`src/comport_pkg.sv`:
```
// Register map, field layout and bus carrier types for the port register bank
// Summary of operation
// Threshold zero never raises transmit FIFO interrupt; N raises it below N bytes.
// Transmit threshold field resets to zero, interrupts off until programmed.
// Interrupt control and status register decodes at byte offset 0x10.
// Status register always present, 32-bit, answering at 0x2c and 0x3c.
// Both status offsets reach one physical register; writes visible through both.
// Transmit FIFO interrupt flag clears on writing one; zero leaves it.
// Threshold reads zero, ignores writes when no transmit interrupt support.
package comport_pkg;
  localparam logic [7:0] IRQ_CONTROL_STATUS_OFS = 8'h10;
  localparam logic [7:0] PORT_STATUS_OFS        = 8'h2c;
  localparam logic [7:0] PORT_STATUS_ALIAS_OFS  = 8'h3c;
  localparam logic [7:0] TX_FEATURE_ID_OFS      = 8'h48;
  localparam logic [7:0] IRQ_MASK_OFS           = 8'h50;
  localparam int TX_FIFO_IRQ_THRESHOLD_LSB      = 0;
  localparam int TX_FIFO_IRQ_THRESHOLD_W        = 4;
  localparam int TX_FIFO_IRQ_FLAG_BIT      = 15;
  localparam int LINKERR_BIT    = 30;
  localparam int TXLEVEL_LSB    = 0;
  localparam int TXLEVEL_W      = 8;
  localparam int TX_IRQ_SUPPORTED_BIT      = 0;
  localparam logic [3:0]  TX_FIFO_IRQ_THRESHOLD_RESET = 4'h0;
  localparam logic [31:0] UNMAPPED_DATA = 32'h0000_0000;

  typedef struct packed {
    logic        cyc;
    logic        stb;
    logic        we;
    logic [3:0]  sel;
    logic [7:0]  adr;
    logic [31:0] dat;
  } wb_req_t;
endpackage

```
`src/comport_regs.sv`:
```
// Port register bank: irq control/status, aliased port status, irq mask
`timescale 1ns/1ns
`default_nettype none
module comport_regs (
  // Clock and reset
  input  wire logic                   core_clk,
  input  wire logic                   sys_rst,
  // Wishbone slave
  input  wire comport_pkg::wb_req_t   wb_req,
  output var  logic [31:0]            wb_dat_o,
  output var  logic                   wb_ack_o,
  // Transmit engine status
  input  wire logic [7:0]             tx_fifo_level,
  input  wire logic                   link_error,
  input  wire logic                   tx_irq_supported,
  // Interrupt
  output var  logic                   irq
);
  logic [3:0]  tx_fifo_irq_threshold;
  logic        tx_fifo_irq_flag;
  logic        link_err_flag;
  logic [1:0]  irq_mask;
  logic        tx_cond;
  logic        access;
  logic        wr;
  logic        hit_irq_control_status;
  logic        hit_sr;
  logic [31:0] next_rdata;

  assign access = wb_req.cyc && wb_req.stb && !wb_ack_o;
  // Writes land on the edge where the master sees ack
  assign wr     = wb_req.cyc && wb_req.stb && wb_req.we && wb_ack_o;
  assign hit_irq_control_status = wb_req.adr == comport_pkg::IRQ_CONTROL_STATUS_OFS;
  assign hit_sr = (wb_req.adr == comport_pkg::PORT_STATUS_OFS) ||
                  (wb_req.adr == comport_pkg::PORT_STATUS_ALIAS_OFS);

  // Level below threshold; zero threshold never fires
  assign tx_cond = tx_irq_supported && (tx_fifo_irq_threshold != 4'h0) &&
                   ({4'h0, tx_fifo_irq_threshold} > tx_fifo_level);

  always_ff @(posedge core_clk) begin
    if (sys_rst) begin
      wb_ack_o <= 1'b0;
    end else begin
      wb_ack_o <= access;
    end
  end

  always_ff @(posedge core_clk) begin
    if (sys_rst) begin
      tx_fifo_irq_threshold <= comport_pkg::TX_FIFO_IRQ_THRESHOLD_RESET;
    end else if (!tx_irq_supported) begin
      tx_fifo_irq_threshold <= 4'h0;
    end else if (wr && hit_irq_control_status && wb_req.sel[0]) begin
      tx_fifo_irq_threshold <= wb_req.dat[3:0];
    end
  end

  // Set wins over write-one-to-clear
  always_ff @(posedge core_clk) begin
    if (sys_rst) begin
      tx_fifo_irq_flag <= 1'b0;
    end else if (tx_cond) begin
      tx_fifo_irq_flag <= 1'b1;
    end else if (!tx_irq_supported) begin
      tx_fifo_irq_flag <= 1'b0;
    end else if (wr && hit_irq_control_status && wb_req.sel[1] && wb_req.dat[15]) begin
      tx_fifo_irq_flag <= 1'b0;
    end
  end

  // Single physical status register behind both offsets
  always_ff @(posedge core_clk) begin
    if (sys_rst) begin
      link_err_flag <= 1'b0;
    end else if (link_error) begin
      link_err_flag <= 1'b1;
    end else if (wr && hit_sr && wb_req.sel[3] && wb_req.dat[30]) begin
      link_err_flag <= 1'b0;
    end
  end

  always_ff @(posedge core_clk) begin
    if (sys_rst) begin
      irq_mask <= 2'h0;
    end else if (wr && wb_req.sel[0] &&
                 wb_req.adr == comport_pkg::IRQ_MASK_OFS) begin
      irq_mask <= wb_req.dat[1:0];
    end
  end

  always_ff @(posedge core_clk) begin
    if (sys_rst) begin
      irq <= 1'b0;
    end else begin
      irq <= (tx_fifo_irq_flag && irq_mask[0]) ||
             (link_err_flag && irq_mask[1]);
    end
  end

  always_comb begin
    next_rdata = comport_pkg::UNMAPPED_DATA;
    if (hit_irq_control_status) begin
      next_rdata[15] = tx_fifo_irq_flag;
      next_rdata[3:0] = tx_fifo_irq_threshold;
    end else if (hit_sr) begin
      next_rdata[30] = link_err_flag;
      next_rdata[7:0] = tx_fifo_level;
    end else if (wb_req.adr == comport_pkg::TX_FEATURE_ID_OFS) begin
      next_rdata[0] = tx_irq_supported;
    end else if (wb_req.adr == comport_pkg::IRQ_MASK_OFS) begin
      next_rdata[1:0] = irq_mask;
    end
  end

  always_ff @(posedge core_clk) begin
    if (sys_rst) begin
      wb_dat_o <= 32'h0000_0000;
    end else if (access) begin
      wb_dat_o <= next_rdata;
    end
  end

  a_zero_thresh_quiet: assert property (
    @(posedge core_clk) disable iff (sys_rst)
    (tx_fifo_irq_threshold == 4'h0 && !tx_fifo_irq_flag) |=> !tx_fifo_irq_flag)
    else $error("flag set with zero threshold");

  a_below_sets_flag: assert property (
    @(posedge core_clk) disable iff (sys_rst)
    tx_cond |=> tx_fifo_irq_flag)
    else $error("level below threshold did not set flag");

  a_thresh_reset_zero: assert property (
    @(posedge core_clk)
    $fell(sys_rst) |-> tx_fifo_irq_threshold == 4'h0)
    else $error("threshold not zero after reset");

  a_irq_control_status_read_value: assert property (
    @(posedge core_clk) disable iff (sys_rst)
    (access && !wb_req.we && hit_irq_control_status) |=>
      wb_ack_o && wb_dat_o[3:0] == tx_fifo_irq_threshold)
    else $error("irq_control_status read wrong");

  a_sr_alias_read: assert property (
    @(posedge core_clk) disable iff (sys_rst)
    (access && hit_sr) |=> wb_ack_o && wb_dat_o[30] == $past(link_err_flag))
    else $error("status alias read wrong");

  a_sr_alias_clear: assert property (
    @(posedge core_clk) disable iff (sys_rst)
    (wr && wb_req.adr == comport_pkg::PORT_STATUS_ALIAS_OFS && wb_req.sel[3]
     && wb_req.dat[30] && !link_error) |=> !link_err_flag)
    else $error("alias write did not clear");

  a_w1c_flag: assert property (
    @(posedge core_clk) disable iff (sys_rst)
    (wr && hit_irq_control_status && wb_req.sel[1] && !tx_cond && tx_irq_supported) |=>
      tx_fifo_irq_flag == ($past(tx_fifo_irq_flag) && !$past(wb_req.dat[15])))
    else $error("flag write-one-to-clear wrong");

  a_nosupport_zero: assert property (
    @(posedge core_clk) disable iff (sys_rst)
    !tx_irq_supported |=> tx_fifo_irq_threshold == 4'h0)
    else $error("threshold live without support");

  a_ack_one_pulse: assert property (
    @(posedge core_clk) disable iff (sys_rst)
    wb_ack_o |=> !wb_ack_o)
    else $error("ack held longer than one cycle");

  a_ack_follows_req: assert property (
    @(posedge core_clk) disable iff (sys_rst)
    (wb_req.cyc && wb_req.stb && !wb_ack_o) |=> wb_ack_o)
    else $error("request not acknowledged");

  a_ack_needs_req: assert property (
    @(posedge core_clk) disable iff (sys_rst)
    !(wb_req.cyc && wb_req.stb) |=> !wb_ack_o)
    else $error("ack without request");

  a_irq_off_masked: assert property (
    @(posedge core_clk) disable iff (sys_rst)
    (irq_mask == 2'h0) |=> !irq)
    else $error("irq raised while fully masked");

  a_irq_tx_source: assert property (
    @(posedge core_clk) disable iff (sys_rst)
    (tx_fifo_irq_flag && irq_mask[0]) |=> irq)
    else $error("unmasked tx flag gave no irq");

  a_irq_link_source: assert property (
    @(posedge core_clk) disable iff (sys_rst)
    (link_err_flag && irq_mask[1]) |=> irq)
    else $error("unmasked link error gave no irq");

  a_irq_no_source: assert property (
    @(posedge core_clk) disable iff (sys_rst)
    (!tx_fifo_irq_flag && !link_err_flag) |=> !irq)
    else $error("irq without a pending flag");

  a_flag_sticky: assert property (
    @(posedge core_clk) disable iff (sys_rst)
    (tx_fifo_irq_flag && tx_irq_supported && !wr) |=> tx_fifo_irq_flag)
    else $error("tx flag dropped without a clear");

  a_link_sticky: assert property (
    @(posedge core_clk) disable iff (sys_rst)
    (link_err_flag && !wr) |=> link_err_flag)
    else $error("link flag dropped without a clear");

  a_link_sets: assert property (
    @(posedge core_clk) disable iff (sys_rst)
    link_error |=> link_err_flag)
    else $error("link error did not set flag");

  a_set_beats_clear: assert property (
    @(posedge core_clk) disable iff (sys_rst)
    (tx_cond && wr && hit_irq_control_status && wb_req.dat[15]) |=> tx_fifo_irq_flag)
    else $error("clear won over set");

  a_nosupport_flag: assert property (
    @(posedge core_clk) disable iff (sys_rst)
    !tx_irq_supported |=> !tx_fifo_irq_flag)
    else $error("tx flag live without support");

  a_thresh_write: assert property (
    @(posedge core_clk) disable iff (sys_rst)
    (wr && hit_irq_control_status && wb_req.sel[0] && tx_irq_supported) |=>
      tx_fifo_irq_threshold == $past(wb_req.dat[3:0]))
    else $error("threshold write lost");

  a_thresh_hold: assert property (
    @(posedge core_clk) disable iff (sys_rst)
    (!wr && tx_irq_supported) |=> $stable(tx_fifo_irq_threshold))
    else $error("threshold changed without a write");

  a_mask_write: assert property (
    @(posedge core_clk) disable iff (sys_rst)
    (wr && wb_req.sel[0] && wb_req.adr == comport_pkg::IRQ_MASK_OFS) |=>
      irq_mask == $past(wb_req.dat[1:0]))
    else $error("mask write lost");

  a_sr_read_level: assert property (
    @(posedge core_clk) disable iff (sys_rst)
    (access && !wb_req.we && hit_sr) |=>
      wb_dat_o[7:0] == $past(tx_fifo_level))
    else $error("status level read wrong");

  a_fid_read: assert property (
    @(posedge core_clk) disable iff (sys_rst)
    (access && !wb_req.we &&
     wb_req.adr == comport_pkg::TX_FEATURE_ID_OFS) |=>
      wb_dat_o[0] == $past(tx_irq_supported))
    else $error("feature bit read wrong");

  a_irq_control_status_flag_read: assert property (
    @(posedge core_clk) disable iff (sys_rst)
    (access && !wb_req.we && hit_irq_control_status) |=>
      wb_dat_o[15] == $past(tx_fifo_irq_flag))
    else $error("tx flag read wrong");

  a_irq_control_status_reserved: assert property (
    @(posedge core_clk) disable iff (sys_rst)
    (access && !wb_req.we && hit_irq_control_status) |=>
      wb_dat_o[14:4] == 11'h000 && wb_dat_o[31:16] == 16'h0000)
    else $error("irq_control_status reserved bits not zero");

  a_unmapped_read: assert property (
    @(posedge core_clk) disable iff (sys_rst)
    (access && !wb_req.we && !hit_irq_control_status && !hit_sr &&
     wb_req.adr != comport_pkg::TX_FEATURE_ID_OFS &&
     wb_req.adr != comport_pkg::IRQ_MASK_OFS) |=>
      wb_dat_o == comport_pkg::UNMAPPED_DATA)
    else $error("unmapped read not zero");

  a_dat_hold: assert property (
    @(posedge core_clk) disable iff (sys_rst)
    !access |=> $stable(wb_dat_o))
    else $error("read data moved while idle");

  a_sr_base_clear: assert property (
    @(posedge core_clk) disable iff (sys_rst)
    (wr && wb_req.adr == comport_pkg::PORT_STATUS_OFS && wb_req.sel[3]
     && wb_req.dat[30] && !link_error) |=> !link_err_flag)
    else $error("base write did not clear");

  a_quiet_after_reset: assert property (
    @(posedge core_clk)
    $fell(sys_rst) |-> !irq && !wb_ack_o && !tx_fifo_irq_flag)
    else $error("outputs not quiet after reset");
endmodule // comport_regs
`default_nettype wire

```
`config.mk`:
```
export PLATFORM = sky130hd
export DESIGN_NAME = comport_regs
export DESIGN_NICKNAME = d
export VERILOG_FILES = /design/src/comport_pkg.sv /design/src/comport_regs.sv
export SDC_FILE = /design/constraint.sdc
export NUM_CORES = 1
export LEC_CHECK = 0
export BUFFER_PORTS_ARGS = -buffer_cell sky130_fd_sc_hd__buf_2
export CORE_ASPECT_RATIO = 2
export CORE_MARGIN = 2
export CORE_UTILIZATION = 39
export CTS_CLUSTER_SIZE = 28
export DETAILED_ROUTE_END_ITERATION = 8
export PLACE_DENSITY = 0.79
export RECOVER_POWER = 25
export SLEW_MARGIN = 0
export SYNTH_ARGS = -nofsm -noshare
export SYNTH_HDL_FRONTEND = slang
export SYNTH_SLANG_ARGS = --single-unit
```
`constraint.sdc`:
```
create_clock -name core_clk -period 1.45 [get_ports core_clk]
set_input_delay 0.145 -clock core_clk [delete_from_list [all_inputs] [get_ports core_clk]]
set_output_delay 0.145 -clock core_clk [all_outputs]
set_load 0.005 [all_outputs]
```
== Word-level counts from Yosys, hierarchy flattened ==
Cells that the tools add are included.
Operators by class
  magnitude comparators: 1
  multiplexer cells: 15
  bitwise logic cells: 1
  reductions and logical operators: 23
  equal/unequal tests: 6
Operator list (count)
  1-bit logical AND: 17
  8-bit by 6-bit == test with 1-bit output (second input constant): 2
  8-bit by 7-bit == test with 1-bit output (second input constant): 2
  1-bit two-way mux: 10
  8-bit by 5-bit == test with 1-bit output (second input constant): 1
  4-bit by 8-bit > comparator with 1-bit output: 1
  4-bit two-way mux: 2
  6-bit two-way mux: 1
  2-bit two-way mux: 2
  4-bit nonzero test: 1
  3-bit by 1-bit != test with 1-bit output (second input constant): 1
  1-bit logical OR: 2
  2-bit nonzero test: 1
  2-bit OR reduction: 1
  1-bit zero test: 1
  1-bit NOT: 1
Storage, ports and cells
  input bits: 59
  register bits after elaboration: 20

== Depth between registers and ports, before layout ==
  word-level depth: 9
  gate-level depth with buffers: 6

== Worst setup path after synthesis ==
OpenSTA, ideal clock, no wires.
  path type: register -> register
  start point: register wb_ack_o
  end point: register wb_dat_o[0]
  data arrival time: 1143 ps
  slack: 222 ps
  clock period less this slack: 1228 ps
  cell stages (with the launch flop): 4
  buffers on the path: 0
  cell sequence: dfxtp_1 -> nand3b_1 -> or3_4 -> o31ai_2
On the way
  word-level cells in the longest chain between the ends: 2
RTL lines
  start, declared: RTL line comport_regs.sv:11  | output var logic wb_ack_o,
  start signal, assigned: RTL line comport_regs.sv:45  | wb_ack_o <= access;
  1-bit zero test: RTL line comport_regs.sv:30  | assign access = wb_req.cyc && wb_req.stb && !wb_ack_o;
  1-bit logical AND: RTL line comport_regs.sv:30
  end signal, assigned: RTL line comport_regs.sv:120  | wb_dat_o <= next_rdata;
  end, declared: RTL line comport_regs.sv:10  | output var logic [31:0] wb_dat_o,
No other way between the ends.
A chain may end at the register's enable or synchronous reset.

== Worst setup path in the final report ==
Ends and elaborated chain as after synthesis.

==> impl_metrics.csv <==
group,metric,value,unit
status,status,"finished clean",
yosys,synth-compound-area-share,13.24,%
route,drtIter0Drc,21,
floorplanning,die_w,43.22,um
placed_design,hpwl,2.322,mm
timing,period_minus_slack,1.347,ns
yosys,ys_warn_count,0,
grt,grt_max_degree,18,
route,vias,1093,
cts,postCtsHoldBufs,0,
worst_setup_path,crit_path_top_delay_cell,"or3_4",
worst_setup_path,crit_buf_inv,0,
finish,multi_input_comb_area,656.9,um2
worst_setup_path,cp_cell_sequence,"nand3b_1 > or3_4 > o31ai_2",
cts,cts_tree,"built",
yosys,synth_top_family_by_area,"simple AND/OR/NAND/NOR gates",
yosys,ys_ff_latch,20,
cts,root_buffer,"clkbuf_8",
job,max_cap_violations,0,
pwr,combPwrFrac,11.7,%
yosys,synth_fa_ha_area_share,4.171,%
yosys,synth_edf_count,0,
placed_design,place_inst,207,
yosys,syn_inst,134,
timing,setup_viol,0,
timing,fmax,742.1,MHz
placed_design,port_buffers,43,
floorplanning,pin_count,93,
floorplanning,rows,28,
yosys,seq_area_frac_synth,33.37,%
worst_hold_path,holdCritPathClass,"input pin to register",
cts,cts_setup_buffers,0,
grt,grt_use_total,15.93,%
timing,maxSlewViolCount,0,
worst_setup_path,crit_path_end_kind,"register",
yosys,synth-xor-area-share,0,%
cts,htree_levels,1,
pwr,p_leak,0.7152,nW
placed_design,gp_congestion,0.8856,
cts,post_cts_resized,0,
finish,fillers,318,
cts,clock-sinks,20,
pwr,swShare,22.20,%
worst_setup_path,cpLargestDelayFamily,"simple AND/OR/NAND/NOR gates",
grt,grt_pass1_wl,4.146,mm
worst_setup_path,reg2reg_from,"wb_ack_o$_SDFF_PP0_",
finish,seq_area,400.4,um2
grt,gr-total-overflow,0,
worst_setup_path,critPathLaunchType,"register",
pwr,sequentialPowerShare,44.2,%
floorplanning,start_util,40.77,%
worst_setup_path,cp.required,1.64,ns
finish,drive_gt1_share,30.39,%
worst_setup_path,critPathKind,"register to register",
pwr,p_int,0.9871,mW
timing,skew,0.008371,ns
cts,cts.clk_slew.worst_paths,0.08,ns
pwr,power.share.clock,44.2,%
pwr,p_sw,0.2816,mW
finish,final_cell_mix,"buf_2 (39), conb_1 (22), dfxtp_1 (20)",
worst_setup_path,setup.worst_path.start,"wb_ack_o$_SDFF_PP0_",
yosys,syn_area,1200,um2
yosys,synthSimpleGateAreaFrac,24.50,%
yosys,synthMuxAreaShare,5.944,%
floorplanning,dieArea,3563,um2
timing,rsz0062_at_grt,"no",
route,wl_per_cell,13.37,um
floorplanning,core_area,2943,um2
yosys,avgSynthCellArea,8.954,um2
route,dr.pass1.iters,4,
cts,clockBufferDepth,2,
worst_hold_path,worstHoldStart,"link_error",
grt,grt_pass1_vias,937,
yosys,synth_flop_cell,"dfxtp_1",
pwr,p_per_area,881.0,nW/um2
timing,finalHoldViolations,0,
timing,period_share,92.93,%
cts,cts_buffers,3,
worst_setup_path,arrival,1.54,ns
worst_setup_path,cp_max_fo,5,
grt,grt_antenna_before_repair,0,
route,drc_errors,0,
timing,setup_tns,0,ns
finish,finalNonFillerCells,211,
yosys,ys_async_sr_fraction,0,%
route,ant_nets,0,
finish,syn2layout_area_growth,20.02,%
pwr,worst_ir_drop_vdd,0.7380,mV
worst_setup_path,max_stage_delay,0.44,ns
finish,final_common_cell,"buf_2",
cts,clk_latency,0.27,ns
finish,num_antenna_cells,0,
finish,num-nets-final,245,
route,wl,2.822,mm
floorplanning,die_height,82.44,um
route,vias_per_cell,5.180,
yosys,synth_cell_types,35,
[worst register-to-register path: stages (launching register included)]
cell and delay, ns:
dfxtp_1 0.33, nand3b_1 0.29, or3_4 0.44, o31ai_2 0.20
[final cells by class]
type	count	share of cell area [%]
Tap cell	30	2.606
Inverter	9	2.346
Clock buffer	3	2.867
Multi-Input combinational cell	101	45.61
Clock inverter	1	2.085
Sequential cell	20	27.80
Timing Repair Buffer	47	16.68
[final timing paths]
path                                      to  slack, ns  cells after the start
hold reg to reg    wb_dat_o[15]$_SDFFE_PP0P_       0.46                      2
setup reg to reg    wb_dat_o[0]$_SDFFE_PP0P_       0.10                      3
hold / removal    link_err_flag$_SDFFE_PP0P_       0.10                      3
setup / recovery    wb_dat_o[0]$_SDFFE_PP0P_       0.10                      3
[metrics by stage]
| stage | utilization (%) | hold WS [ns] | setup slack, ns | total power [mW] | area (um2) |
|---|---|---|---|---|---|
| 3_3_place_gp | 46.68 | 0.3748 | 0.09264 | 0.7166 | 1374 |
| 3_5_place_dp | 46.68 | 0.3870 | 0.05261 | 0.7205 | 1374 |
| 6_report | 48.94 | 0.1013 | 0.1025 | 1.269 | 1440 |
| 2_1_floorplan | - | 0.2141 | 0.2222 | 0.6879 | 1279 |
| 5_1_grt | 48.94 | 0.1032 | 0.05325 | 1.312 | 1440 |
| 4_1_cts | 49.11 | 0.09419 | 0.07299 | 1.282 | 1445 |
[Yosys cell counts, types with 2 or more instances]
master / n / area, um2
buf_4: 23 / 172.7
dfxtp_1: 20 / 400.4
nor2_1: 18 / 67.56
inv_1: 9 / 33.78
a22oi_1: 7 / 52.55
mux2i_1: 6 / 60.06
nand3b_1: 5 / 37.54
a21oi_1: 4 / 20.02
ha_1: 4 / 50.05
nand4_1: 4 / 25.02
nor3_1: 4 / 20.02
nand2_1: 3 / 11.26
a221oi_1: 2 / 17.52
nand3_1: 2 / 10.01
o21ai_0: 2 / 10.01
or3_4: 2 / 22.52
[power groups by stage]
stage / Sequential, mW / Clock (mW) / Combinational (mW)
final: 0.560 / 0.560 / 0.148
after global routing: 0.561 / 0.586 / 0.165
after CTS: 0.560 / 0.573 / 0.148
after detailed placement: 0.573 / 0 / 0.147
after global placement: 0.573 / 0 / 0.144
after floorplan: 0.573 / 0 / 0.115
[metal layers]
layer | part of all wire, % | GRT usage, % | up-vias
met4 | 3.0 | 10.00 | 0
met5 | 0 | 0 | -
li1 | - | - | 529
met3 | 7.8 | 3.043 | 7
met1 | 35 | 14.88 | 502
met2 | 55 | 30.30 | 55
[kinds of logic (layout without fill, tap and decap cells)]
logic type               after synthesis  count (layout)
multiplexers                           7               7
flip-flops                            20              20
other                                  1              22
adder cells (fa/ha/maj)                4               4
AND/OR/NAND/NOR                       47              47
buffers and inverters                 34              60
AO/OA/AOI/OAI                         21              21
[sequential cells by signal, indices dropped and copies added (netlist names)]
| register | cells |
|---|---|
| wb_dat_o | 10 |
| tx_fifo_irq_threshold | 4 |
| tx_fifo_irq_flag | 1 |
| irq | 1 |
| wb_ack_o | 1 |
| irq_mask | 2 |
| link_err_flag | 1 |
Note: power is estimated with default switching activity, not from simulation.
